[config.mk]
export PLATFORM = sky130hd
export DESIGN_NAME = gp_top
export DESIGN_NICKNAME = d
export VERILOG_FILES = /design/src/hw/gp_pkg.sv /design/src/hw/gp_port.sv /design/src/hw/gp_top.sv
export VERILOG_INCLUDE_DIRS = /design/src /design/src/hw
export SDC_FILE = /design/constraint.sdc
export NUM_CORES = 1
export LEC_CHECK = 0
export BUFFER_PORTS_ARGS = -buffer_cell sky130_fd_sc_hd__buf_2
export CELL_PAD_IN_SITES_DETAIL_PLACEMENT = 0
export CELL_PAD_IN_SITES_GLOBAL_PLACEMENT = 2
export CORE_AREA = 2 2 264 266
export DETAILED_ROUTE_END_ITERATION = 6
export DIE_AREA = 0 0 266 268
export PLACE_DENSITY_LB_ADDON = 0.1
export SLEW_MARGIN = 15
export SYNTH_ARGS = -nofsm -noshare
export SYNTH_HDL_FRONTEND = slang
export SYNTH_SLANG_ARGS = --single-unit
[constraint.sdc]
create_clock -name sys_clk -period 1.1 [get_ports sys_clk]
set_input_delay 0.22 -clock sys_clk [delete_from_list [all_inputs] [get_ports sys_clk]]
set_output_delay 0.22 -clock sys_clk [all_outputs]
set_load 0.05 [all_outputs]
[src/hw/gp_map.svh]
`ifndef GP_MAP_SVH
`define GP_MAP_SVH

// Register word width seen by software
`define GP_REG_W 32

// Port 0 geometry
`define GP_P0_PINS 32
`define GP_P0_LSB 0

// Port 1 geometry
`define GP_P1_PINS 28
`define GP_P1_LSB 0

// Port 5 geometry
`define GP_P5_PINS 2
`define GP_P5_LSB 18

// Reset values
`define GP_OUT_RST 1'h0
`define GP_IN_RST 1'h0

`endif

[src/hw/gp_pkg.sv]
package gp_pkg;

	// Per-pin direction encoding
	typedef enum logic
	{
		gp_dir_in = 1'h0,
		gp_dir_out = 1'h1
	} gp_dir_t;

endpackage

[src/hw/gp_port.sv]
`timescale 1ns/1ps
`include "gp_map.svh"

module gp_port #(
	parameter int PINS = `GP_P0_PINS,
	parameter int LSB = `GP_P0_LSB
) (
	// Clock and reset
	input wire logic sys_clk,
	input wire logic reset,
	// Branch clock gate
	input wire logic clk_en,
	// Direction register write
	input wire logic dir_wr,
	input wire logic [`GP_REG_W-1:0] dir_wdata,
	// Output register write
	input wire logic out_wr,
	input wire logic [`GP_REG_W-1:0] out_wdata,
	// Pins
	input wire logic [PINS-1:0] pin_in,
	output logic [PINS-1:0] pin_out,
	output logic [PINS-1:0] pin_oe,
	// Readback
	output logic [`GP_REG_W-1:0] dir_rd,
	output logic [`GP_REG_W-1:0] out_rd,
	output logic [`GP_REG_W-1:0] in_rd
);

	////////////////////////////////////////////////////////////////////////////////

	// Place pin bits at their register positions, zeros elsewhere
	function automatic logic [`GP_REG_W-1:0] place(input logic [PINS-1:0] v);
		logic [`GP_REG_W-1:0] r;
		r = '0;
		for (int i = 0; i < PINS; i++)
		begin
			r[LSB+i] = v[i];
		end
		return r;
	endfunction

	// Pick pin bits out of a register word
	function automatic logic [PINS-1:0] pick(input logic [`GP_REG_W-1:0] w);
		logic [PINS-1:0] r;
		r = '0;
		for (int i = 0; i < PINS; i++)
		begin
			r[i] = w[LSB+i];
		end
		return r;
	endfunction

	////////////////////////////////////////////////////////////////////////////////

	// Only two control registers per port
	logic [PINS-1:0] dir_ff;
	logic [PINS-1:0] out_ff;
	logic [PINS-1:0] sync1_ff;
	logic [PINS-1:0] sync2_ff;
	logic [PINS-1:0] nxt_dir;
	logic [PINS-1:0] nxt_out;
	logic [PINS-1:0] nxt_sync1;
	logic [PINS-1:0] nxt_sync2;

	// A gated branch clock is modelled as an enable: nothing but reset moves while off
	always_comb
	begin
		nxt_dir = dir_ff;
		nxt_out = out_ff;
		nxt_sync1 = sync1_ff;
		nxt_sync2 = sync2_ff;
		if (clk_en)
		begin
			if (dir_wr)
				nxt_dir = pick(dir_wdata);
			// Independent of direction, so open drain is a direction toggle
			if (out_wr)
				nxt_out = pick(out_wdata);
			nxt_sync1 = pin_in;
			nxt_sync2 = sync1_ff;
		end
	end

	always_ff @(posedge sys_clk)
	begin
		if (reset)
		begin
			dir_ff <= {PINS{gp_pkg::gp_dir_in}};
			out_ff <= {PINS{`GP_OUT_RST}};
			sync1_ff <= {PINS{`GP_IN_RST}};
			sync2_ff <= {PINS{`GP_IN_RST}};
		end
		else
		begin
			dir_ff <= nxt_dir;
			out_ff <= nxt_out;
			sync1_ff <= nxt_sync1;
			sync2_ff <= nxt_sync2;
		end
	end

	////////////////////////////////////////////////////////////////////////////////

	// Driver enabled only for output pins; input pins float
	assign pin_oe = dir_ff;
	assign pin_out = out_ff;
	assign dir_rd = place(dir_ff);
	assign out_rd = place(out_ff);
	// Input readback ignores direction; unused positions read zero
	assign in_rd = place(sync2_ff);

endmodule

[src/hw/gp_top.sv]
`timescale 1ns/1ps
`include "gp_map.svh"

module gp_top #(
	parameter int P0_PINS = `GP_P0_PINS,
	parameter int P1_PINS = `GP_P1_PINS,
	parameter int P5_PINS = `GP_P5_PINS
) (
	// Clock and reset
	input wire logic sys_clk,
	input wire logic reset,
	// Port 0 branch clock gate
	input wire logic p0_clk_en,
	// Port 0 register writes
	input wire logic p0_dir_wr,
	input wire logic [`GP_REG_W-1:0] p0_dir_wdata,
	input wire logic p0_out_wr,
	input wire logic [`GP_REG_W-1:0] p0_out_wdata,
	// Port 0 pins
	input wire logic [P0_PINS-1:0] p0_pin_in,
	output logic [P0_PINS-1:0] p0_pin_out,
	output logic [P0_PINS-1:0] p0_pin_oe,
	// Port 0 readback
	output logic [`GP_REG_W-1:0] p0_dir_rd,
	output logic [`GP_REG_W-1:0] p0_out_rd,
	output logic [`GP_REG_W-1:0] p0_in_rd,
	// Port 1 branch clock gate
	input wire logic p1_clk_en,
	// Port 1 register writes
	input wire logic p1_dir_wr,
	input wire logic [`GP_REG_W-1:0] p1_dir_wdata,
	input wire logic p1_out_wr,
	input wire logic [`GP_REG_W-1:0] p1_out_wdata,
	// Port 1 pins
	input wire logic [P1_PINS-1:0] p1_pin_in,
	output logic [P1_PINS-1:0] p1_pin_out,
	output logic [P1_PINS-1:0] p1_pin_oe,
	// Port 1 readback
	output logic [`GP_REG_W-1:0] p1_dir_rd,
	output logic [`GP_REG_W-1:0] p1_out_rd,
	output logic [`GP_REG_W-1:0] p1_in_rd,
	// Port 5 branch clock gate
	input wire logic p5_clk_en,
	// Port 5 register writes
	input wire logic p5_dir_wr,
	input wire logic [`GP_REG_W-1:0] p5_dir_wdata,
	input wire logic p5_out_wr,
	input wire logic [`GP_REG_W-1:0] p5_out_wdata,
	// Port 5 pins, register bits 19:18
	input wire logic [P5_PINS-1:0] p5_pin_in,
	output logic [P5_PINS-1:0] p5_pin_out,
	output logic [P5_PINS-1:0] p5_pin_oe,
	// Port 5 readback
	output logic [`GP_REG_W-1:0] p5_dir_rd,
	output logic [`GP_REG_W-1:0] p5_out_rd,
	output logic [`GP_REG_W-1:0] p5_in_rd
);

	////////////////////////////////////////////////////////////////////////////////

	gp_port #(
		.PINS(P0_PINS),
		.LSB(`GP_P0_LSB)
	) u_port0 (
		.sys_clk(sys_clk),
		.reset(reset),
		.clk_en(p0_clk_en),
		.dir_wr(p0_dir_wr),
		.dir_wdata(p0_dir_wdata),
		.out_wr(p0_out_wr),
		.out_wdata(p0_out_wdata),
		.pin_in(p0_pin_in),
		.pin_out(p0_pin_out),
		.pin_oe(p0_pin_oe),
		.dir_rd(p0_dir_rd),
		.out_rd(p0_out_rd),
		.in_rd(p0_in_rd)
	);

	gp_port #(
		.PINS(P1_PINS),
		.LSB(`GP_P1_LSB)
	) u_port1 (
		.sys_clk(sys_clk),
		.reset(reset),
		.clk_en(p1_clk_en),
		.dir_wr(p1_dir_wr),
		.dir_wdata(p1_dir_wdata),
		.out_wr(p1_out_wr),
		.out_wdata(p1_out_wdata),
		.pin_in(p1_pin_in),
		.pin_out(p1_pin_out),
		.pin_oe(p1_pin_oe),
		.dir_rd(p1_dir_rd),
		.out_rd(p1_out_rd),
		.in_rd(p1_in_rd)
	);

	gp_port #(
		.PINS(P5_PINS),
		.LSB(`GP_P5_LSB)
	) u_port5 (
		.sys_clk(sys_clk),
		.reset(reset),
		.clk_en(p5_clk_en),
		.dir_wr(p5_dir_wr),
		.dir_wdata(p5_dir_wdata),
		.out_wr(p5_out_wr),
		.out_wdata(p5_out_wdata),
		.pin_in(p5_pin_in),
		.pin_out(p5_pin_out),
		.pin_oe(p5_pin_oe),
		.dir_rd(p5_dir_rd),
		.out_rd(p5_out_rd),
		.in_rd(p5_in_rd)
	);

	////////////////////////////////////////////////////////////////////////////////

	localparam logic [`GP_REG_W-1:0] P1_MASK = 32'h0fffffff;
	localparam logic [`GP_REG_W-1:0] P5_MASK = 32'h000c0000;
endmodule

==> results of run 1 <==
==> through the flow <==
stage | hold slack, ns | TNS (ns) | cell area [sq um] | instances
after CTS | 0.0190 | -69.51 | 20100 | 2662
after detailed placement | 0.464 | -0.657 | 14000 | 2406
after global routing | 0.0479 | -67.05 | 20600 | 2671
after global placement | 0.454 | -0.295 | 14000 | 2406
final | 0.0584 | -50.61 | 20600 | 2671
after floorplan | 0.360 | 0 | 12000 | 1291
==> where the power goes <==
| group | total (mW) | internal [mW] | switching [mW] |
|---|---|---|---|
| clock network | 11.5 | 7.11 | 4.35 |
| registers | 9.79 | 9.29 | 0.495 |
| logic | 6.52 | 2.71 | 3.82 |
==> cell usage in the layout, fill, tap and decap left out, drive strengths merged <==
master	n
conb	102
nor2	124
dlymetal6s4s	1
buf	560
nand3	124
bufinv	3
a21bo	124
clkinv	2
mux2i	124
dfxtp	248
dlygate4sd3	188
a21oi	124
clkbuf	59
inv	2
diode	4
==> flip-flops by register name (all words and copies together) (netlist names), 28 cells and up <==
register	flops
u_port1.pin_out	28
u_port0.sync1_ff	32
u_port0.out_rd	32
u_port1.sync1_ff	28
u_port0.dir_rd	32
u_port1.sync2_ff	28
u_port0.in_rd	32
u_port1.pin_oe	28
==> what timing repair did <==
item                       CTS  global route
hold buffers               189             0
gates resized for setup    989           114
cloned                       0             2
setup endpoints to repair  310           352
setup buffers                4             3
hold endpoints to repair   186             0
==> logic make-up after synthesis <==
kind of cell	after synthesis	share of synthesized area [%]
AND/OR/NAND/NOR	248	9.50
flip-flops	248	43.4
buffers and inverters	321	19.6
multiplexers	124	10.9
other	1	0.0328
AO/OA/AOI/OAI	248	16.5
==> layout make-up <==
cell class	count	area [sq um]
antenna	4	10.0
multi-input combinational	722	4600
timing repair buffer	752	8230
clock buffer	56	1030
clock inverter	7	118
fill	7154	47600
tap	882	1100
sequential	248	5500
==> routing by layer <==
layer	part of all wire, %	vias to the layer above	track usage, %
li1	-	4883	-
met1	42	4715	13.6
met2	50	295	19.8
met3	6.0	57	3.24
met4	2.0	4	3.26
met5	0.063	-	0
==> worst max path at each step <==
stage	end
floorplan	u_port1.sync2_ff[23]
global placement	u_port0.sync1_ff[31]
detailed placement	u_port0.in_rd[8]
CTS	p5_pin_out[1]
global route	p0_pin_out[7]
finish	p0_pin_out[26]
==> results.md, run 1 <==
- Outcome: finished with violations
- Violated checks: setup timing
- DP Worst Slack: -0.0325 ns
- Syn Area/Cell: 9.61 sq um
- Worst r2r dst: u_port0.dir_rd[17]
- Final WS setup: -0.210 ns
- Vias in the first global route: 10.0k
- Routed wire length: 42.8 mm
- Worst Path Buf+Inv: 1
- Primary FF master, synth: dfxtp_1
- Hold Path Class: in -> reg
- Worst Path Max Fanout: 3
- DR vias: 9954
- Area contributors post-synth: dfxtp_1 43%, buf_4 16%, mux2i_1 11%
- Worst-case reg-to-reg path depth: 3
- Nets: 2025
- Max-Cap Viols: 0
- FP Rows: 96
- RSZ-0062 raised after global routing: true
- FF-to-FF setup slack: 0.22 ns
- DR pass1 iterations: 4
- Largest net degree at the start of global routing: 53
- CTS Root Buffer Type: clkbuf_16
- CTS Buffer Depth: 3
- IO buf count: 506
- Total gr overflow: 0
- EDFF count, synth: 0
- Fin crit period: 1.31 ns
- Critical Path Start: u_port0.out_rd[26]
- CTS tree: yes
- Share of layout cells above drive strength 1: 49.0%
- Global Route Usage Sum: 11.4%
- Antenna Nets Post-Route: 0
- Core ar.: 0.0682 sq mm
- CP max stage delay: 0.36 ns
- Sequential fraction of the synthesis area: 43.4%
- Arr. time, crit path: 1.09 ns
- Netlist cell types: 14
- Top post-synthesis cells by count: 248 x dfxtp_1, 241 x buf_4, 124 x mux2i_1, 124 x nand3_1, 124 x nor2_1
- R2R Path Start: u_port0.dir_rd[17]
- Cell count after synthesis: 1190
- Hold Crit Depth: 2
- Peak VDD IR: 0.867 mV
- Final period utilization: 119%
- Worst-path clk slew: 0.05 ns
- Critical-path cell list: buf_4
- Fin util: 30.2%
- Die width: 266 um
- CP Capture Type: output pin
- Worst Path Required: 0.88 ns
- Fin. Hold Viols: 0
- Number of synthesized register bits: 248
- Vias per cell: 3.73
- Async set or reset register ratio after synthesis: 0%
- HPWL after DPL: 31.1 mm
- CP max-delay cell: dfxtp_2
- Post-Syn Area: 0.0114 sq mm
- Die area: 0.0713 sq mm
- First-pass GRT wire length: 62.7 mm
- Total power: 27.8 mW
- Setup-failing EPs final: 310
- Post-synth top area share: 43.4%
- Area added between synthesis and finish: 80.0%
- CTS buffer count: 36
- Residual DRC count: 0
- Worst setup SP type: flop
- Synth area leader: dfxtp_1
- CTS H-tree depth: 2
- Clk_lat worst skew: 0.53 ns
- Leak: 8.94 nW
- Initial antenna violation count: 6
- Crit path max-delay family: flip-flops
- Synth warnings: 0
- CP Depth: 1
- Max Slew Vio Count: 0
- PwrDens: 1350 mW/mm^2
- CTS Sinks: 248
- DR WL/cell: 16.0 um
- Initial DRC Count: 306
- Placer Congestion: 0.696
- Final Skew: 0.00853 ns
- Initial core utilization: 16.8%
- Die height: 268 um
- Hold Crit Start: reset
- F_max: 763 MHz
- Count leader, synth: dfxtp_1
- Hold EP: u_port0.in_rd[8]
- Worst setup path class: reg -> out
- I/O pins: 677
Note: power is estimated with default switching activity, not from simulation.
==> run 2: changes to the inputs <==
- SKIP_CTS_REPAIR_TIMING: not set -> 1
==> run 2 against run 1 <==
Die area unchanged; maximum frequency about the same; the run still ends with setup timing left; setup slack about the same; count of clock-buffer cells in the layout unchanged; first-iteration DRC count up 8.2%; sequential share of layout area up 0.39 points.
==> results.md, run 2 (synthesis results as in run 1) <==
- Outcome: finished with violations
- Violated checks: setup timing
- CTS Root Buffer Type: clkbuf_16
- Arr. time, crit path: 1.09 ns
- Die height: 268 um
- Hold Crit Depth: 3
- DR pass1 iterations: 6
- Part of the power in registers: 35.4%
- Placed cell count: 2406
- Most common cell after layout, fill and taps aside: buf_8
- Hold Path Class: in -> reg
- Worst Path Required: 0.88 ns
- Int Pwr: 19.0 mW
- Switching power: 8.64 mW
- Worst setup path class: reg -> out
- Total gr overflow: 0
- Largest net degree at the start of global routing: 53
- CTS Buffer Depth: 3
- Final WS setup: -0.210 ns
- Fin crit period: 1.31 ns
- Max-Cap Viols: 0
- Fill count: 7235
- Worst Path Max Fanout: 3
- Initial DRC Count: 331
- Routed wire length: 42.3 mm
- Sw frac: 31.2%
- Global Route Usage Sum: 10.9%
- Nets: 2020
- Core ar.: 0.0682 sq mm
- CTS H-tree depth: 2
- DR WL/cell: 15.9 um
- Initial antenna violation count: 5
- Critical-path cell list: buf_4
- Most frequent cells in the layout: 243 x buf_8, 193 x buf_2, 188 x dlygate4sd3_1
- Final period utilization: 119%
- Area added between synthesis and finish: 75.9%
- CTS buffer count: 36
- Vias per cell: 3.73
- CP Depth: 1
- Worst-case reg-to-reg path depth: 3
- Worst setup SP type: flop
- Final Skew: 0.00930 ns
- Logic pwr share: 23.1%
- Crit path max-delay family: flip-flops
- Antenna Nets Post-Route: 0
- PwrDens: 1370 mW/mm^2
- Share of layout cells above drive strength 1: 48.9%
- CP Capture Type: output pin
- Vias in the first global route: 8708
- Leak: 8.79 nW
- IO buf count: 506
- Residual DRC count: 0
- Fin util: 29.5%
- I/O pins: 677
- Setup-failing EPs final: 310
- CTS Sinks: 248
- F_max: 764 MHz
- Die area: 0.0713 sq mm
- CP max-delay cell: dfxtp_2
- Max Slew Vio Count: 0
- Initial core utilization: 16.8%
- DR vias: 9944
- First-pass GRT wire length: 58.1 mm
- Die width: 266 um
- CP max stage delay: 0.35 ns
- Clk_lat worst skew: 0.53 ns
- HPWL after DPL: 31.1 mm
- Peak VDD IR: 0.791 mV
- Worst-path clk slew: 0.06 ns
- Placer Congestion: 0.696
- Non-Filler Instances: 2666
- Fin. Hold Viols: 0
- CTS tree: yes
- WHS: 0.0348 ns
- Worst Path Buf+Inv: 1
- Clock power frac: 41.5%
- RSZ-0062 raised after global routing: true
- DP Worst Slack: -0.0325 ns
- FP Rows: 96
## run 2: changes by cell type in the layout (fill, tap and decap cells not counted), moves of 19 or more
cell,delta
buf_4,+30
buf_6,+23
buf_8,-52
dfxtp_2,+19
dfxtp_4,-19
## run 2: stage by stage
| step | setup TNS, ns | power (mW) | cell area, sq um |
|---|---|---|---|
| after floorplan | 0 | 14.1 | 12000 |
| after global placement | -0.295 | 14.9 | 14000 |
| after detailed placement | -0.657 | 15.0 | 14000 |
| after CTS | -98.29 | 27.0 | 15100 |
| after global routing | -67.99 | 29.0 | 20100 |
| final | -51.62 | 27.6 | 20100 |
## run 2: final timing paths
path | start | to | slack, ns
worst min-delay path | p1_clk_en | u_port1.pin_out[2] | 0.03
worst max-delay path | u_port0.out_rd[26] | p0_pin_out[26] | -0.21
worst min register to register | u_port1.sync1_ff[9] | u_port1.sync1_ff[9] | 0.49
worst max register to register | u_port0.out_rd[27] | u_port0.out_rd[27] | 0.23
## run 2: final cells by class
cell class	count	area, sq um	share of cell area (%)
diodes	4	10.0	0.0498
clock buffers	56	1030	5.11
clock inverters	7	118	0.585
multi-input cells	722	4600	22.9
flip-flops and latches	248	5450	27.1
well taps	882	1100	5.49
repair buffers	747	7800	38.8
## run 2: routing by layer
layer / vias to the layer above / GRT usage [%] / routed length, um
met5: - / 0 / 16
met4: 2 / 3.01 / 835
met3: 54 / 4.00 / 2660
met2: 290 / 18.9 / 21300
met1: 4726 / 12.5 / 17500
li1: 4872 / - / -
## run 2: power groups by stage
stage	clock (mW)	combinational [mW]	sequential (mW)
6_report	11.5	6.38	9.79
4_1_cts	12.2	5.01	9.77
2_1_floorplan	0	3.30	10.8
3_3_place_gp	0	4.99	9.95
5_1_grt	12.5	6.73	9.85
3_5_place_dp	0	5.00	9.97
